`config.mk`:
```
export PLATFORM = sky130hd
export DESIGN_NAME = scc_chopper
export DESIGN_NICKNAME = d
export VERILOG_FILES = /design/src/scc_pkg.sv /design/src/scc_chopper.sv
export SDC_FILE = /design/constraint.sdc
export NUM_CORES = 1
export LEC_CHECK = 0
export ABC_AREA = 1
export ABC_CLOCK_PERIOD_IN_PS = 20200
export BUFFER_PORTS_ARGS = -buffer_cell sky130_fd_sc_hd__buf_2
export CORE_MARGIN = 1
export CORE_UTILIZATION = 50
export CTS_CLUSTER_DIAMETER = 80
export DETAILED_ROUTE_END_ITERATION = 6
export PLACE_DENSITY = 0.68
export SLEW_MARGIN = 20
export SYNTH_ARGS = -nofsm -noshare
export SYNTH_HDL_FRONTEND = slang
export SYNTH_SLANG_ARGS = --single-unit
```
`constraint.sdc`:
```
create_clock -name clk -period 20.2 [get_ports clk]
set_clock_uncertainty 0.15 [all_clocks]
set_input_delay 4.04 -clock clk [delete_from_list [all_inputs] [get_ports clk]]
set_output_delay 4.04 -clock clk [all_outputs]
set_load 0.02 [all_outputs]
```
`src/scc_pkg.sv`:
```
package scc_pkg;

	// ------------------------------------------------------------------
	// Clock and timing
	// ------------------------------------------------------------------
	localparam int CLK_MHZ      = 25;
	localparam int DEGLITCH_NS  = 10000;
	localparam int BLANK_NS     = 1000;
	localparam int OFF_TIME_SELECT_0_NS    = 7000;
	localparam int OFF_TIME_SELECT_1_NS    = 16000;
	localparam int OFF_TIME_SELECT_Z_NS    = 24000;
	localparam int OFF_TIME_SELECT_R_NS    = 32000;

	// Least times round up to whole cycles
	function automatic int ns_to_cyc(input int ns);
		return (ns * CLK_MHZ + 999) / 1000;
	endfunction

	localparam int TW = 10;
	localparam logic [TW-1:0] DEGLITCH_CYC = TW'(ns_to_cyc(DEGLITCH_NS));
	localparam logic [TW-1:0] BLANK_CYC    = TW'(ns_to_cyc(BLANK_NS));
	localparam logic [TW-1:0] OFF_TIME_SELECT_0_CYC   = TW'(ns_to_cyc(OFF_TIME_SELECT_0_NS));
	localparam logic [TW-1:0] OFF_TIME_SELECT_1_CYC   = TW'(ns_to_cyc(OFF_TIME_SELECT_1_NS));
	localparam logic [TW-1:0] OFF_TIME_SELECT_Z_CYC   = TW'(ns_to_cyc(OFF_TIME_SELECT_Z_NS));
	localparam logic [TW-1:0] OFF_TIME_SELECT_R_CYC   = TW'(ns_to_cyc(OFF_TIME_SELECT_R_NS));

	// ------------------------------------------------------------------
	// Decoded multi-level pin codes
	// ------------------------------------------------------------------
	localparam logic [1:0] PIN_LOW  = 2'h0;
	localparam logic [1:0] PIN_HIGH = 2'h1;
	localparam logic [1:0] PIN_HIZ  = 2'h2;
	localparam logic [1:0] PIN_RES  = 2'h3;

	// Fast share of the decay interval, in percent; dynamic share limits in PCT_DYN_STEP steps
	localparam logic [6:0] PCT_MIX30   = 7'h1e;
	localparam logic [6:0] PCT_MIX60   = 7'h3c;
	localparam logic [6:0] PCT_FULL    = 7'h64;
	localparam logic [6:0] PCT_DYN_STEP = 7'h0c;
	localparam logic [2:0] DYN_SHARE_MAX   = 3'h7;
	localparam logic [2:0] DYN_SHARE_RESET = 3'h2;

	typedef enum logic [2:0] {
		SCC_DYNAMIC,
		SCC_RIPPLE,
		SCC_MIX30,
		SCC_SLOWMIX,
		SCC_MIX60,
		SCC_SLOW
	} scc_scheme_e;

	// ------------------------------------------------------------------
	// Register map (word addresses, word index on the bus)
	// ------------------------------------------------------------------
	localparam logic [1:0] REG_CTRL   = 2'h0;
	localparam logic [1:0] REG_STATUS = 2'h1;
	localparam int CTRL_ENABLE = 0;
	localparam int CTRL_COARSE = 1;
	localparam logic [1:0] CTRL_RESET = 2'h0;

endpackage

```
`src/scc_chopper.sv`:
```
// Function
// Drive to trip, decay off time, redrive
// Fast decay reverses the bridge
// Slow decay turns both low sides on
// Second select Hi-Z forces dynamic decay
// Decay selection applied after 10 us deglitch
// Decode decay pins into six schemes
// Slow-mixed: slow rising, mixed falling steps
// Coarse stepping always uses falling scheme (code applies this to slow-mixed only; dynamic still uses fall_pending)
// Slow decay extends while above trip
// Mixed decay: fast part then slow
// Dynamic decay retunes fast share each cycle
// Dynamic decay uses fast on falling steps
// Ripple control: slow until valley reached
// Off-time pin selects ripple in ripple mode
// Off-time pin selects decay interval otherwise
// Off-time change applied after 10 us deglitch
// Comparator blanked 1 us at drive start
// Comparators synchronous; step sense from magnitude
// Multi-level pins arrive as decoded codes
//
// Added by the designer: the address map and the Avalon-MM slave port.
module scc_chopper (
	input  wire logic        clk,
	input  wire logic        nrst,
	input  wire logic        clk_en,
	input  wire logic [1:0]  decay_select_a,
	input  wire logic [1:0]  decay_select_b,
	input  wire logic [1:0]  off_time_select,
	input  wire logic [7:0]  trip_current_level,
	input  wire logic        winding_dir,
	input  wire logic        trip_cmp,
	input  wire logic        valley_cmp,
	output logic             hs_a,
	output logic             ls_a,
	output logic             hs_b,
	output logic             ls_b,
	output logic [1:0]       valley_current_level,
	input  wire logic [1:0]  avs_address,
	input  wire logic        avs_read,
	input  wire logic        avs_write,
	input  wire logic [31:0] avs_writedata,
	output logic [31:0]      avs_readdata,
	output logic             avs_waitrequest
);

	typedef enum logic [2:0] {
		SCC_ST_OFF,
		SCC_ST_BLANK,
		SCC_ST_DRIVE,
		SCC_ST_FAST,
		SCC_ST_SLOW,
		SCC_ST_VALLEY
	} scc_state_e;

	// ------------------------------------------------------------------
	// Helpers
	// ------------------------------------------------------------------
	// Pin pair to scheme; Hi-Z on the second select wins
	function automatic scc_pkg::scc_scheme_e decode_decay(
		input logic [1:0] a,
		input logic [1:0] b
	);
		logic a_mid;
		logic b_high;
		a_mid  = (a == scc_pkg::PIN_HIZ) || (a == scc_pkg::PIN_RES);
		b_high = (b == scc_pkg::PIN_HIGH);
		if (b == scc_pkg::PIN_HIZ || b == scc_pkg::PIN_RES) begin
			return scc_pkg::SCC_DYNAMIC;
		end else if (a_mid) begin
			return b_high ? scc_pkg::SCC_SLOW : scc_pkg::SCC_MIX60;
		end else if (a == scc_pkg::PIN_HIGH) begin
			return b_high ? scc_pkg::SCC_SLOWMIX : scc_pkg::SCC_MIX30;
		end else begin
			return b_high ? scc_pkg::SCC_RIPPLE : scc_pkg::SCC_DYNAMIC;
		end
	endfunction

	// Off-time pin code to decay interval in cycles
	function automatic logic [scc_pkg::TW-1:0] off_time_select_cycles(
		input logic [1:0] code
	);
		case (code)
			scc_pkg::PIN_LOW:  return scc_pkg::OFF_TIME_SELECT_0_CYC;
			scc_pkg::PIN_HIGH: return scc_pkg::OFF_TIME_SELECT_1_CYC;
			scc_pkg::PIN_HIZ:  return scc_pkg::OFF_TIME_SELECT_Z_CYC;
			default:           return scc_pkg::OFF_TIME_SELECT_R_CYC;
		endcase
	endfunction

	// Share of an interval, truncated; 17 bits hold the product
	function automatic logic [scc_pkg::TW-1:0] share_of(
		input logic [scc_pkg::TW-1:0] len,
		input logic [6:0]             pct
	);
		logic [16:0] prod;
		prod = 17'(len) * 17'(pct);
		return scc_pkg::TW'(prod / 17'd100);
	endfunction

	// ------------------------------------------------------------------
	// State
	// ------------------------------------------------------------------
	scc_state_e                state;
	scc_state_e                next_state;
	scc_pkg::scc_scheme_e      scheme_app;
	scc_pkg::scc_scheme_e      scheme_cand;
	logic [1:0]                off_time_select_app;
	logic [1:0]                off_time_select_cand;
	logic [scc_pkg::TW-1:0]    dg_decay_cnt;
	logic [scc_pkg::TW-1:0]    dg_off_time_select_cnt;
	logic [scc_pkg::TW-1:0]    timer;
	logic [scc_pkg::TW-1:0]    next_timer;
	logic [scc_pkg::TW-1:0]    fast_len;
	logic [scc_pkg::TW-1:0]    next_fast_len;
	logic [2:0]                dyn_share;
	logic [2:0]                next_dyn_share;
	logic [7:0]                last_level;
	logic                      step_inc;
	logic                      fall_pending;
	logic                      slow_extend;
	logic                      next_slow_extend;
	logic                      overshoot;
	logic [1:0]                ctrl;
	logic                      bus_ack;

	// ------------------------------------------------------------------
	// Decode and selection
	// ------------------------------------------------------------------
	wire scc_pkg::scc_scheme_e scheme_raw = decode_decay(decay_select_a,
		decay_select_b);
	wire logic [scc_pkg::TW-1:0] off_time_select_len = off_time_select_cycles(off_time_select_app);
	wire logic run    = ctrl[scc_pkg::CTRL_ENABLE];
	wire logic coarse = ctrl[scc_pkg::CTRL_COARSE];
	wire logic rising = step_inc && !coarse;
	wire logic level_up   = trip_current_level > last_level;
	wire logic level_down = trip_current_level < last_level;
	wire logic off_time_select_end   = (timer >= off_time_select_len - scc_pkg::TW'(1));
	wire logic blank_end  = (timer >= scc_pkg::BLANK_CYC - scc_pkg::TW'(1));
	wire logic long_drive = (timer >= off_time_select_len);
	wire logic [6:0] dyn_pct = 7'(dyn_share) * scc_pkg::PCT_DYN_STEP;

	// Fast part of the coming decay, by effective scheme
	logic [6:0] fast_pct;
	always_comb begin
		fast_pct = 7'h00;
		case (scheme_app)
			scc_pkg::SCC_MIX30:   fast_pct = scc_pkg::PCT_MIX30;
			scc_pkg::SCC_MIX60:   fast_pct = scc_pkg::PCT_MIX60;
			scc_pkg::SCC_SLOWMIX: fast_pct = rising ? 7'h00 :
				scc_pkg::PCT_MIX30;
			scc_pkg::SCC_DYNAMIC: fast_pct = fall_pending ?
				scc_pkg::PCT_FULL : dyn_pct;
			default:              fast_pct = 7'h00;
		endcase
	end

	// ------------------------------------------------------------------
	// Chopping sequence
	// ------------------------------------------------------------------
	// Timer is shared: blank, drive length and decay interval
	always_comb begin
		next_state       = state;
		next_timer       = timer + scc_pkg::TW'(1);
		next_fast_len    = fast_len;
		next_dyn_share   = dyn_share;
		next_slow_extend = slow_extend;
		case (state)
			SCC_ST_OFF: begin
				next_timer = '0;
				if (run) begin
					next_state = SCC_ST_BLANK;
				end
			end
			SCC_ST_BLANK: begin
				if (blank_end) begin
					next_state = SCC_ST_DRIVE;
				end
			end
			SCC_ST_DRIVE: begin
				if (long_drive && dyn_share != 3'h0 && timer == off_time_select_len) begin
					next_dyn_share = dyn_share - 3'h1;
				end
				if (trip_cmp) begin
					next_timer    = '0;
					next_fast_len = share_of(off_time_select_len, fast_pct);
					next_slow_extend = (scheme_app == scc_pkg::SCC_SLOW) ||
						(scheme_app == scc_pkg::SCC_SLOWMIX && rising);
					if (overshoot && dyn_share != scc_pkg::DYN_SHARE_MAX) begin
						next_dyn_share = dyn_share + 3'h1;
					end
					if (scheme_app == scc_pkg::SCC_RIPPLE) begin
						next_state = SCC_ST_VALLEY;
					end else if (fast_pct != 7'h00) begin
						next_state = SCC_ST_FAST;
					end else begin
						next_state = SCC_ST_SLOW;
					end
				end
			end
			SCC_ST_FAST: begin
				if (off_time_select_end) begin
					next_timer = '0;
					next_state = SCC_ST_BLANK;
				end else if (timer >= fast_len - scc_pkg::TW'(1)) begin
					next_state = SCC_ST_SLOW;
				end
			end
			SCC_ST_SLOW: begin
				if (off_time_select_end) begin
					next_timer = '0;
					if (!(slow_extend && trip_cmp)) begin
						next_state = SCC_ST_BLANK;
					end
				end
			end
			SCC_ST_VALLEY: begin
				next_timer = '0;
				if (valley_cmp) begin
					next_state = SCC_ST_BLANK;
				end
			end
			default: begin
				next_state = SCC_ST_OFF;
			end
		endcase
		if (!run) begin
			next_state = SCC_ST_OFF;
		end
	end

	// Sequence registers
	always_ff @(posedge clk) begin
		if (!nrst) begin
			state       <= SCC_ST_OFF;
			timer       <= '0;
			fast_len    <= '0;
			dyn_share   <= scc_pkg::DYN_SHARE_RESET;
			slow_extend <= 1'b0;
		end else if (clk_en) begin
			state       <= next_state;
			timer       <= next_timer;
			fast_len    <= next_fast_len;
			dyn_share   <= next_dyn_share;
			slow_extend <= next_slow_extend;
		end
	end

	// Overshoot: trip already seen when blanking ends
	always_ff @(posedge clk) begin
		if (!nrst) begin
			overshoot <= 1'b0;
		end else if (clk_en) begin
			if (state == SCC_ST_BLANK && blank_end) begin
				overshoot <= trip_cmp;
			end
		end
	end

	// Step direction from the target magnitude; falling step is one-shot
	always_ff @(posedge clk) begin
		if (!nrst) begin
			last_level   <= 8'h00;
			step_inc     <= 1'b1;
			fall_pending <= 1'b0;
		end else if (clk_en) begin
			last_level <= trip_current_level;
			if (level_up) begin
				step_inc <= 1'b1;
			end else if (level_down) begin
				step_inc <= 1'b0;
			end
			// New falling step wins over the consuming decay entry
			if (level_down) begin
				fall_pending <= 1'b1;
			end else if (state == SCC_ST_DRIVE && trip_cmp) begin
				fall_pending <= 1'b0;
			end
		end
	end

	// ------------------------------------------------------------------
	// Configuration deglitch
	// ------------------------------------------------------------------
	// A setting must hold steady for the full window before it applies
	always_ff @(posedge clk) begin
		if (!nrst) begin
			scheme_cand  <= scc_pkg::SCC_DYNAMIC;
			scheme_app   <= scc_pkg::SCC_DYNAMIC;
			dg_decay_cnt <= '0;
		end else if (clk_en) begin
			if (scheme_raw != scheme_cand) begin
				scheme_cand  <= scheme_raw;
				dg_decay_cnt <= '0;
			end else if (scheme_cand != scheme_app) begin
				if (dg_decay_cnt >= scc_pkg::DEGLITCH_CYC - scc_pkg::TW'(1)) begin
					scheme_app   <= scheme_cand;
					dg_decay_cnt <= '0;
				end else begin
					dg_decay_cnt <= dg_decay_cnt + scc_pkg::TW'(1);
				end
			end
		end
	end

	always_ff @(posedge clk) begin
		if (!nrst) begin
			off_time_select_cand   <= scc_pkg::PIN_LOW;
			off_time_select_app    <= scc_pkg::PIN_LOW;
			dg_off_time_select_cnt <= '0;
		end else if (clk_en) begin
			if (off_time_select != off_time_select_cand) begin
				off_time_select_cand   <= off_time_select;
				dg_off_time_select_cnt <= '0;
			end else if (off_time_select_cand != off_time_select_app) begin
				if (dg_off_time_select_cnt >= scc_pkg::DEGLITCH_CYC - scc_pkg::TW'(1)) begin
					off_time_select_app    <= off_time_select_cand;
					dg_off_time_select_cnt <= '0;
				end else begin
					dg_off_time_select_cnt <= dg_off_time_select_cnt + scc_pkg::TW'(1);
				end
			end
		end
	end

	// ------------------------------------------------------------------
	// Bridge gates and ripple setting
	// ------------------------------------------------------------------
	// Registered so no gate glitches on state decode
	always_ff @(posedge clk) begin
		if (!nrst) begin
			hs_a                 <= 1'b0;
			ls_a                 <= 1'b0;
			hs_b                 <= 1'b0;
			ls_b                 <= 1'b0;
			valley_current_level <= scc_pkg::PIN_LOW;
		end else if (clk_en) begin
			valley_current_level <= off_time_select_app;
			case (next_state)
				SCC_ST_BLANK, SCC_ST_DRIVE: begin
					hs_a <= winding_dir;
					ls_b <= winding_dir;
					hs_b <= !winding_dir;
					ls_a <= !winding_dir;
				end
				SCC_ST_FAST: begin
					hs_a <= !winding_dir;
					ls_b <= !winding_dir;
					hs_b <= winding_dir;
					ls_a <= winding_dir;
				end
				SCC_ST_SLOW, SCC_ST_VALLEY: begin
					hs_a <= 1'b0;
					hs_b <= 1'b0;
					ls_a <= 1'b1;
					ls_b <= 1'b1;
				end
				default: begin
					hs_a <= 1'b0;
					hs_b <= 1'b0;
					ls_a <= 1'b0;
					ls_b <= 1'b0;
				end
			endcase
		end
	end

	// ------------------------------------------------------------------
	// Avalon-MM slave
	// ------------------------------------------------------------------
	// One wait cycle per access so read data can come from a flop
	assign avs_waitrequest = (avs_read || avs_write) && !bus_ack;

	wire logic [31:0] status_word = {16'h0000, 5'h00, dyn_share,
		1'b0, step_inc, scheme_app, state};

	always_ff @(posedge clk) begin
		if (!nrst) begin
			ctrl         <= scc_pkg::CTRL_RESET;
			bus_ack      <= 1'b0;
			avs_readdata <= 32'h00000000;
		end else if (clk_en) begin
			bus_ack <= (avs_read || avs_write) && !bus_ack;
			// Write lands at the edge that ends the wait, as the master sees it
			if (avs_write && bus_ack && avs_address == scc_pkg::REG_CTRL) begin
				ctrl <= avs_writedata[1:0];
			end
			if (avs_read && !bus_ack) begin
				case (avs_address)
					scc_pkg::REG_CTRL:   avs_readdata <= {30'h0, ctrl};
					scc_pkg::REG_STATUS: avs_readdata <= status_word;
					default:             avs_readdata <= 32'h00000000;
				endcase
			end
		end
	end

endmodule

```
**After elaboration in Yosys (flattened, before gate mapping)**

Cells that the tools add are included.

- Bits in registers: 109
- Output and inout port bits: 39
- Word-level logic and storage cells: 161
- Bits of input ports: 56

- Order comparisons: 8
- $mul: 2
- Add/sub/neg operators: 7
- Mux-type cells: 42
- Reductions and logical operators: 46
- Eq/ne operators: 30
- Bitwise gates (word level): 2
- Div/mod/pow operators: 1

Operators by type and width:

| operator | count |
|---|---|
| $mux 10 | 8 |
| $pmux 10 s3 | 2 |
| $mux 3 | 15 |
| $add 10x1->10 const B | 3 |
| $ge 10x10->1 | 3 |
| $pmux 7 s4 | 1 |
| $pmux 11 s2 | 1 |
| $ge 10x8->1 const B | 2 |
| $reduce_and 2->1 | 10 |
| $sub 10x1->10 const B | 2 |
| $eq 3x2->1 const B | 6 |
| $eq 3x3->1 const B | 6 |
| $pmux 3 s6 | 1 |
| $div 17x7->17 const B | 1 |
| $mul 10x7->17 | 1 |
| $logic_and 1x1->1 | 12 |
| $eq 10x10->1 | 1 |
| $eq 2x2->1 const B | 5 |
| $ge 10x5->1 const B | 1 |
| $eq 3x1->1 const B | 3 |
| $eq 2x1->1 const B | 4 |
| $gt 8x8->1 | 1 |
| $lt 8x8->1 | 1 |
| $reduce_and 4->1 | 2 |
| 22 further kinds | 46 |

**Depth between registers and ports, before layout**

- Depth after elaboration: 13
- Depth in mapped cells: 99
- Gate-level depth less buffers: 95

**Least setup slack after synthesis**

Ideal clock, no wire load.

- Path kind: flip-flop to flip-flop
- Start: reg dyn_share[1]
- End: reg fast_len[0] in the netlist's numbering
- Library setup time: 0.119 ns
- Period minus slack after synthesis: 11.091 ns
- Slack: 9.109 ns
- Buffers on the path: 6
- Arrival: 10.821 ns
- Data required time: 19.931 ns
- Stages on the path, launching flop included: 80
- Path through: dfxtp_1 -> ha_1 -> fa_1 -> nand2_1 -> nand3_1 -> o21bai_1 -> nand2_1 -> nor2_1 -> nor3_1 -> xor2_1 -> fa_1 -> inv_1 -> fa_1 -> ha_1 -> fa_1 -> buf_4 -> nor2_1 -> nand2_1 -> [44 not listed] -> nand2_4 -> nand2_8 -> nand2_4 -> nand2_4 -> nor2_4 -> nand2_1 -> a21oi_1 -> nand2_2 -> buf_6 -> nand2_1 -> nand3_2 -> nor2_8 -> nand2_4 -> nand2_1 -> xor2_1 -> nor2_2 -> nand2_1 -> a21oi_1

- Word-level cells in the longest chain between the ends: 5

Ends and longest elaborated chain:

| item | RTL line | RTL |
|---|---|---|
| start: declaration | scc_chopper.sv:116 | `logic [2:0] dyn_share;` |
| start signal: assignment | scc_chopper.sv:238 | `dyn_share <= scc_pkg::DYN_SHARE_RESET;` |
| start signal: assignment | scc_chopper.sv:244 | `dyn_share <= next_dyn_share;` |
| $mul 3x2->5 | scc_chopper.sv:141 | `wire logic [6:0] dyn_pct = 7'(dyn_share) * scc_pkg::PCT_DYN_STEP;` |
| $mux 7 | scc_chopper.sv:152 | `scc_pkg::SCC_DYNAMIC: fast_pct = fall_pending ?` |
| $pmux 7 s4 | scc_chopper.sv:147 | `case (scheme_app)` |
| $mul 10x7->17 | scc_chopper.sv:97 | `prod = 17'(len) * 17'(pct);` |
| $div 17x7->17 | scc_chopper.sv:98 | `return scc_pkg::TW'(prod / 17'd100);` |
| end signal: assignment | scc_chopper.sv:243 | `fast_len <= next_fast_len;` |
| end: declaration | scc_chopper.sv:114 | `logic [scc_pkg::TW-1:0] fast_len;` |

No other way between the ends.
A chain may end at the register's enable or synchronous reset.

**Worst setup path after layout**

- Start: reg scheme_app[0]
- End: reg fast_len[0] in the netlist's numbering

- Word-level cells in the longest chain between the ends: 4
- Elaborated cells on any way between the ends: 7
- Those cells by class: mul: 1; div: 1; eq/ne: 3; mux: 1; reduce/logical: 1

Ends and longest elaborated chain:

| item | RTL line | RTL |
|---|---|---|
| start: declaration | scc_chopper.sv:106 | `scc_pkg::scc_scheme_e scheme_app;` |
| start signal: assignment | scc_chopper.sv:289 | `scheme_app <= scc_pkg::SCC_DYNAMIC;` |
| start signal: assignment | scc_chopper.sv:297 | `scheme_app <= scheme_cand;` |
| $eq 3x2->1, or another cell as far along | scc_chopper.sv:147 |  |
| $pmux 7 s4 * | scc_chopper.sv:147 |  |
| $mul 10x7->17 * | scc_chopper.sv:97 |  |
| $div 17x7->17 * | scc_chopper.sv:98 |  |

Every way passes the cells marked *; elsewhere a longest branch is shown, timed or not.

==> results.toml <==
[routing]
dr_total_vias = 10800
wl_per_cell_um = 12.7
wl_um = 26300
firstDrtPassIters = 5
vias_per_cell = 5.20
drtIter0Drc = 608
ant_nets = 0
drc = 0

[critical_path]
critPathKind = "flop to flop"
worstPathArrival_ns = 13.74
crit_path_frequent_cell = "nand2_1"
cp_data_required_time_ns = 20.31
slowest_stage = "fa_1"
cp-start-kind = "flop"
crit_path_max_incr_delay_ns = 0.63
crit_fanout = 16
end_kind = "flop"

[cts]
clock_path_buffers = 2
clockRootBuffer = "clkbuf_16"
clkLatencyLatePin_ns = 0.34
postCtsHoldBufs = 0
clk_pin_slew_ns = 0.07
cts.sinks = 87
cts_tree = "done"
htree_levels = 3
numCtsBuffers = 9
cts_resized = 0
postCtsSetupBuffers = 0

[global_routing]
grt_max_degree = 47
grt_antenna_before_repair = 0
overflow = 0
grt_pass1_vias = 10000
grt_usage = 0.229
grt_pass1_wl_um = 46200

[finish]
layout.cells.non_filler = 2076
area_delta_synth_final_pct = 5.40
fin_util = 0.540
drive_gt1_frac = 0.139
antenna_cells = 0
nFillCells = 2289
fin_nets = 1968

[place]
dp_cells = 2060
post-dp-hpwl_um = 21200
port_buffers = 42
gp_congestion = 0.883

[floorplanning]
die_y_um = 155
core_sq_mm = 0.0227
die_w_um = 155
fp-row-count = 55
io_pins = 95
start_util = 0.512
die_area_sq_mm = 0.0239

[timing]
rsz0062_at_grt = "false"
max-slew-margin-rel = 0.305
fin_crit_sh = 0.675
fmax_mhz = 73.4
layout_min_cycle_time_ns = 13.63
slew_violations = 0
report.final.setup_viol = 0
finalSetupTns_ns = 0
tightestPinTransition_ns = 1.04
final_hold_viol_count = 0

[synthesis]
synth.avg_cell_area_sq_um = 6.61
synth_top_area_share = 0.150
synth-seq-cells = 87
yosys_warnings = 0
ys_types = 62
synth_largest_area_cell = "dfxtp_1"
synth-seq-area-share = 0.150
syn_area_sq_mm = 0.0116
synthTopCellsByArea = "dfxtp_1 (15%), nand2_1 (13%), ha_1 (10%)"
synth_cells = 1759

[flow_run]
drv_cap = 0

[status]
status = "finished, final reports clean"

[worst_hold_path]
hold_class = "flop to flop"
==> cells in the mapped netlist (all sizes together) <==
| cell type | count |
|---|---|
| a211oi | 5 |
| a21boi | 2 |
| a21oi | 92 |
| a221oi | 2 |
| a22oi | 1 |
| a31oi | 8 |
| a41oi | 1 |
| and2 | 1 |
| and3 | 1 |
| buf | 31 |
| clkbuf | 17 |
| clkinv | 11 |
| conb | 1 |
| dfxtp | 87 |
| fa | 32 |
| ha | 94 |
| inv | 249 |
| nand2 | 499 |
| nand3 | 160 |
| nand3b | 9 |
| nand4 | 38 |
| nor2 | 194 |
| nor3 | 24 |
| nor3b | 4 |
| nor4 | 4 |
| o2111ai | 1 |
| o211ai | 5 |
| o21a | 4 |
| o21ai | 106 |
| o21bai | 6 |
| o22ai | 3 |
| o31ai | 2 |
| o41ai | 1 |
| or2 | 2 |
| or4 | 1 |
| xnor2 | 17 |
| xor2 | 44 |
==> logic make-up (layout without fill, tap and decap cells) <==
| logic type | after synthesis | after routing | synth area share |
|---|---|---|---|
| and+or+nand+nor | 937 | 937 | 0.418 |
| buffers and inverters | 308 | 319 | 0.112 |
| AOI/OAI and AO/OA | 239 | 239 | 0.118 |
| adders and majority gates | 126 | 126 | 0.156 |
| DFF | 87 | 87 | 0.150 |
| xor gates and xnor gates | 61 | 61 | 0.0459 |
| other | 1 | 22 | 0.000322 |
==> critical path, delay by kind of cell (launching register included) <==
| family | cells | cell delay, ns |
|---|---|---|
| xor gates and xnor gates | 1 | 0.15 |
| adders and majority gates | 6 | 2.49 |
| buffers and inverters | 8 | 1.13 |
| DFF | 1 | 0.45 |
| and+or+nand+nor | 59 | 8.39 |
| AOI/OAI and AO/OA | 5 | 0.77 |
==> layout by cell type, fill, tap and decap left out, types with 3 or more instances in the layout <==
cell / netlist / final
clkbuf_16: 0 / 9
nand3b_1: 9 / 9
a21oi_2: 3 / 3
nand4_1: 36 / 36
a211oi_1: 5 / 5
nand3_4: 8 / 8
buf_2: 0 / 42
o21a_1: 4 / 4
nor2_2: 13 / 13
nor4_1: 4 / 4
nor3b_1: 4 / 4
nand2_8: 5 / 5
nor2_1: 167 / 167
inv_2: 13 / 13
a21oi_1: 86 / 86
conb_1: 1 / 22
a21oi_4: 3 / 3
o21ai_0: 96 / 96
o211ai_1: 5 / 5
a31oi_1: 8 / 8
nand3_2: 20 / 20
nand2_4: 38 / 38
nand2_2: 62 / 62
xor2_1: 44 / 44
fa_1: 32 / 32
o21ai_1: 6 / 6
nand3_1: 132 / 132
o22ai_1: 3 / 3
nor2_4: 9 / 9
inv_1: 234 / 234
nor2_8: 5 / 5
nand2_1: 394 / 394
dfxtp_1: 87 / 87
nor3_1: 22 / 22
o21bai_1: 6 / 6
ha_1: 94 / 94
xnor2_1: 17 / 17
clkinv_1: 11 / 11
==> final timing paths <==
| check | from | end | slack (ns) | cells past startpoint |
|---|---|---|---|---|
| max | scheme_app[0] | fast_len[0] | 6.57 | 79 |
| min | dg_decay_cnt[9] | dg_decay_cnt[9] | 0.29 | 2 |
| max reg2reg | scheme_app[0] | fast_len[0] | 6.57 | 79 |
| min reg2reg | dg_decay_cnt[9] | dg_decay_cnt[9] | 0.29 | 2 |
==> metal layers <==
layer  vias up  GRT usage  wire (um)
li1       5683          -          -
met1      4934      0.325      13500
met2       153      0.382      11900
met3        16     0.0177        678
met4         0     0.0429        191
met5         -          0          0
==> through the flow <==
stage | hold WS, ns | setup WS [ns] | cell area (sq um)
finish | 0.285 | 6.57 | 12300
global route | 0.301 | 5.18 | 12300
CTS | 0.285 | 6.67 | 12300
detailed placement | 0.275 | 6.74 | 12000
global placement | 0.270 | 6.84 | 12000
floorplan | 0.265 | 9.11 | 11700
==> cell type report <==
cell class | instances | area (sq um) | share of cell area
multi-input cells | 1385 | 8660 | 0.707
flip-flops and latches | 87 | 1740 | 0.142
inverters | 260 | 981 | 0.0800
well taps | 285 | 357 | 0.0291
clock buffers | 12 | 246 | 0.0201
repair buffers | 43 | 218 | 0.0178
clock inverters | 4 | 55.1 | 0.00449
==> state kept, by name, summed over array words and instances, names as in the netlist, 2 cells and up <==
register / cells
last_level: 8
dyn_share: 3
scheme_cand: 3
scheme_app: 3
dg_decay_cnt: 10
ctrl: 2
off_time_select_app: 2
dg_off_time_select_cnt: 10
state: 3
valley_current_level: 2
off_time_select_cand: 2
fast_len: 10
avs_readdata: 10
timer: 10
Power is left out: the tool's default activity adds up to more than one toggle a clock period on the data nets, which glitch-free logic cannot reach.
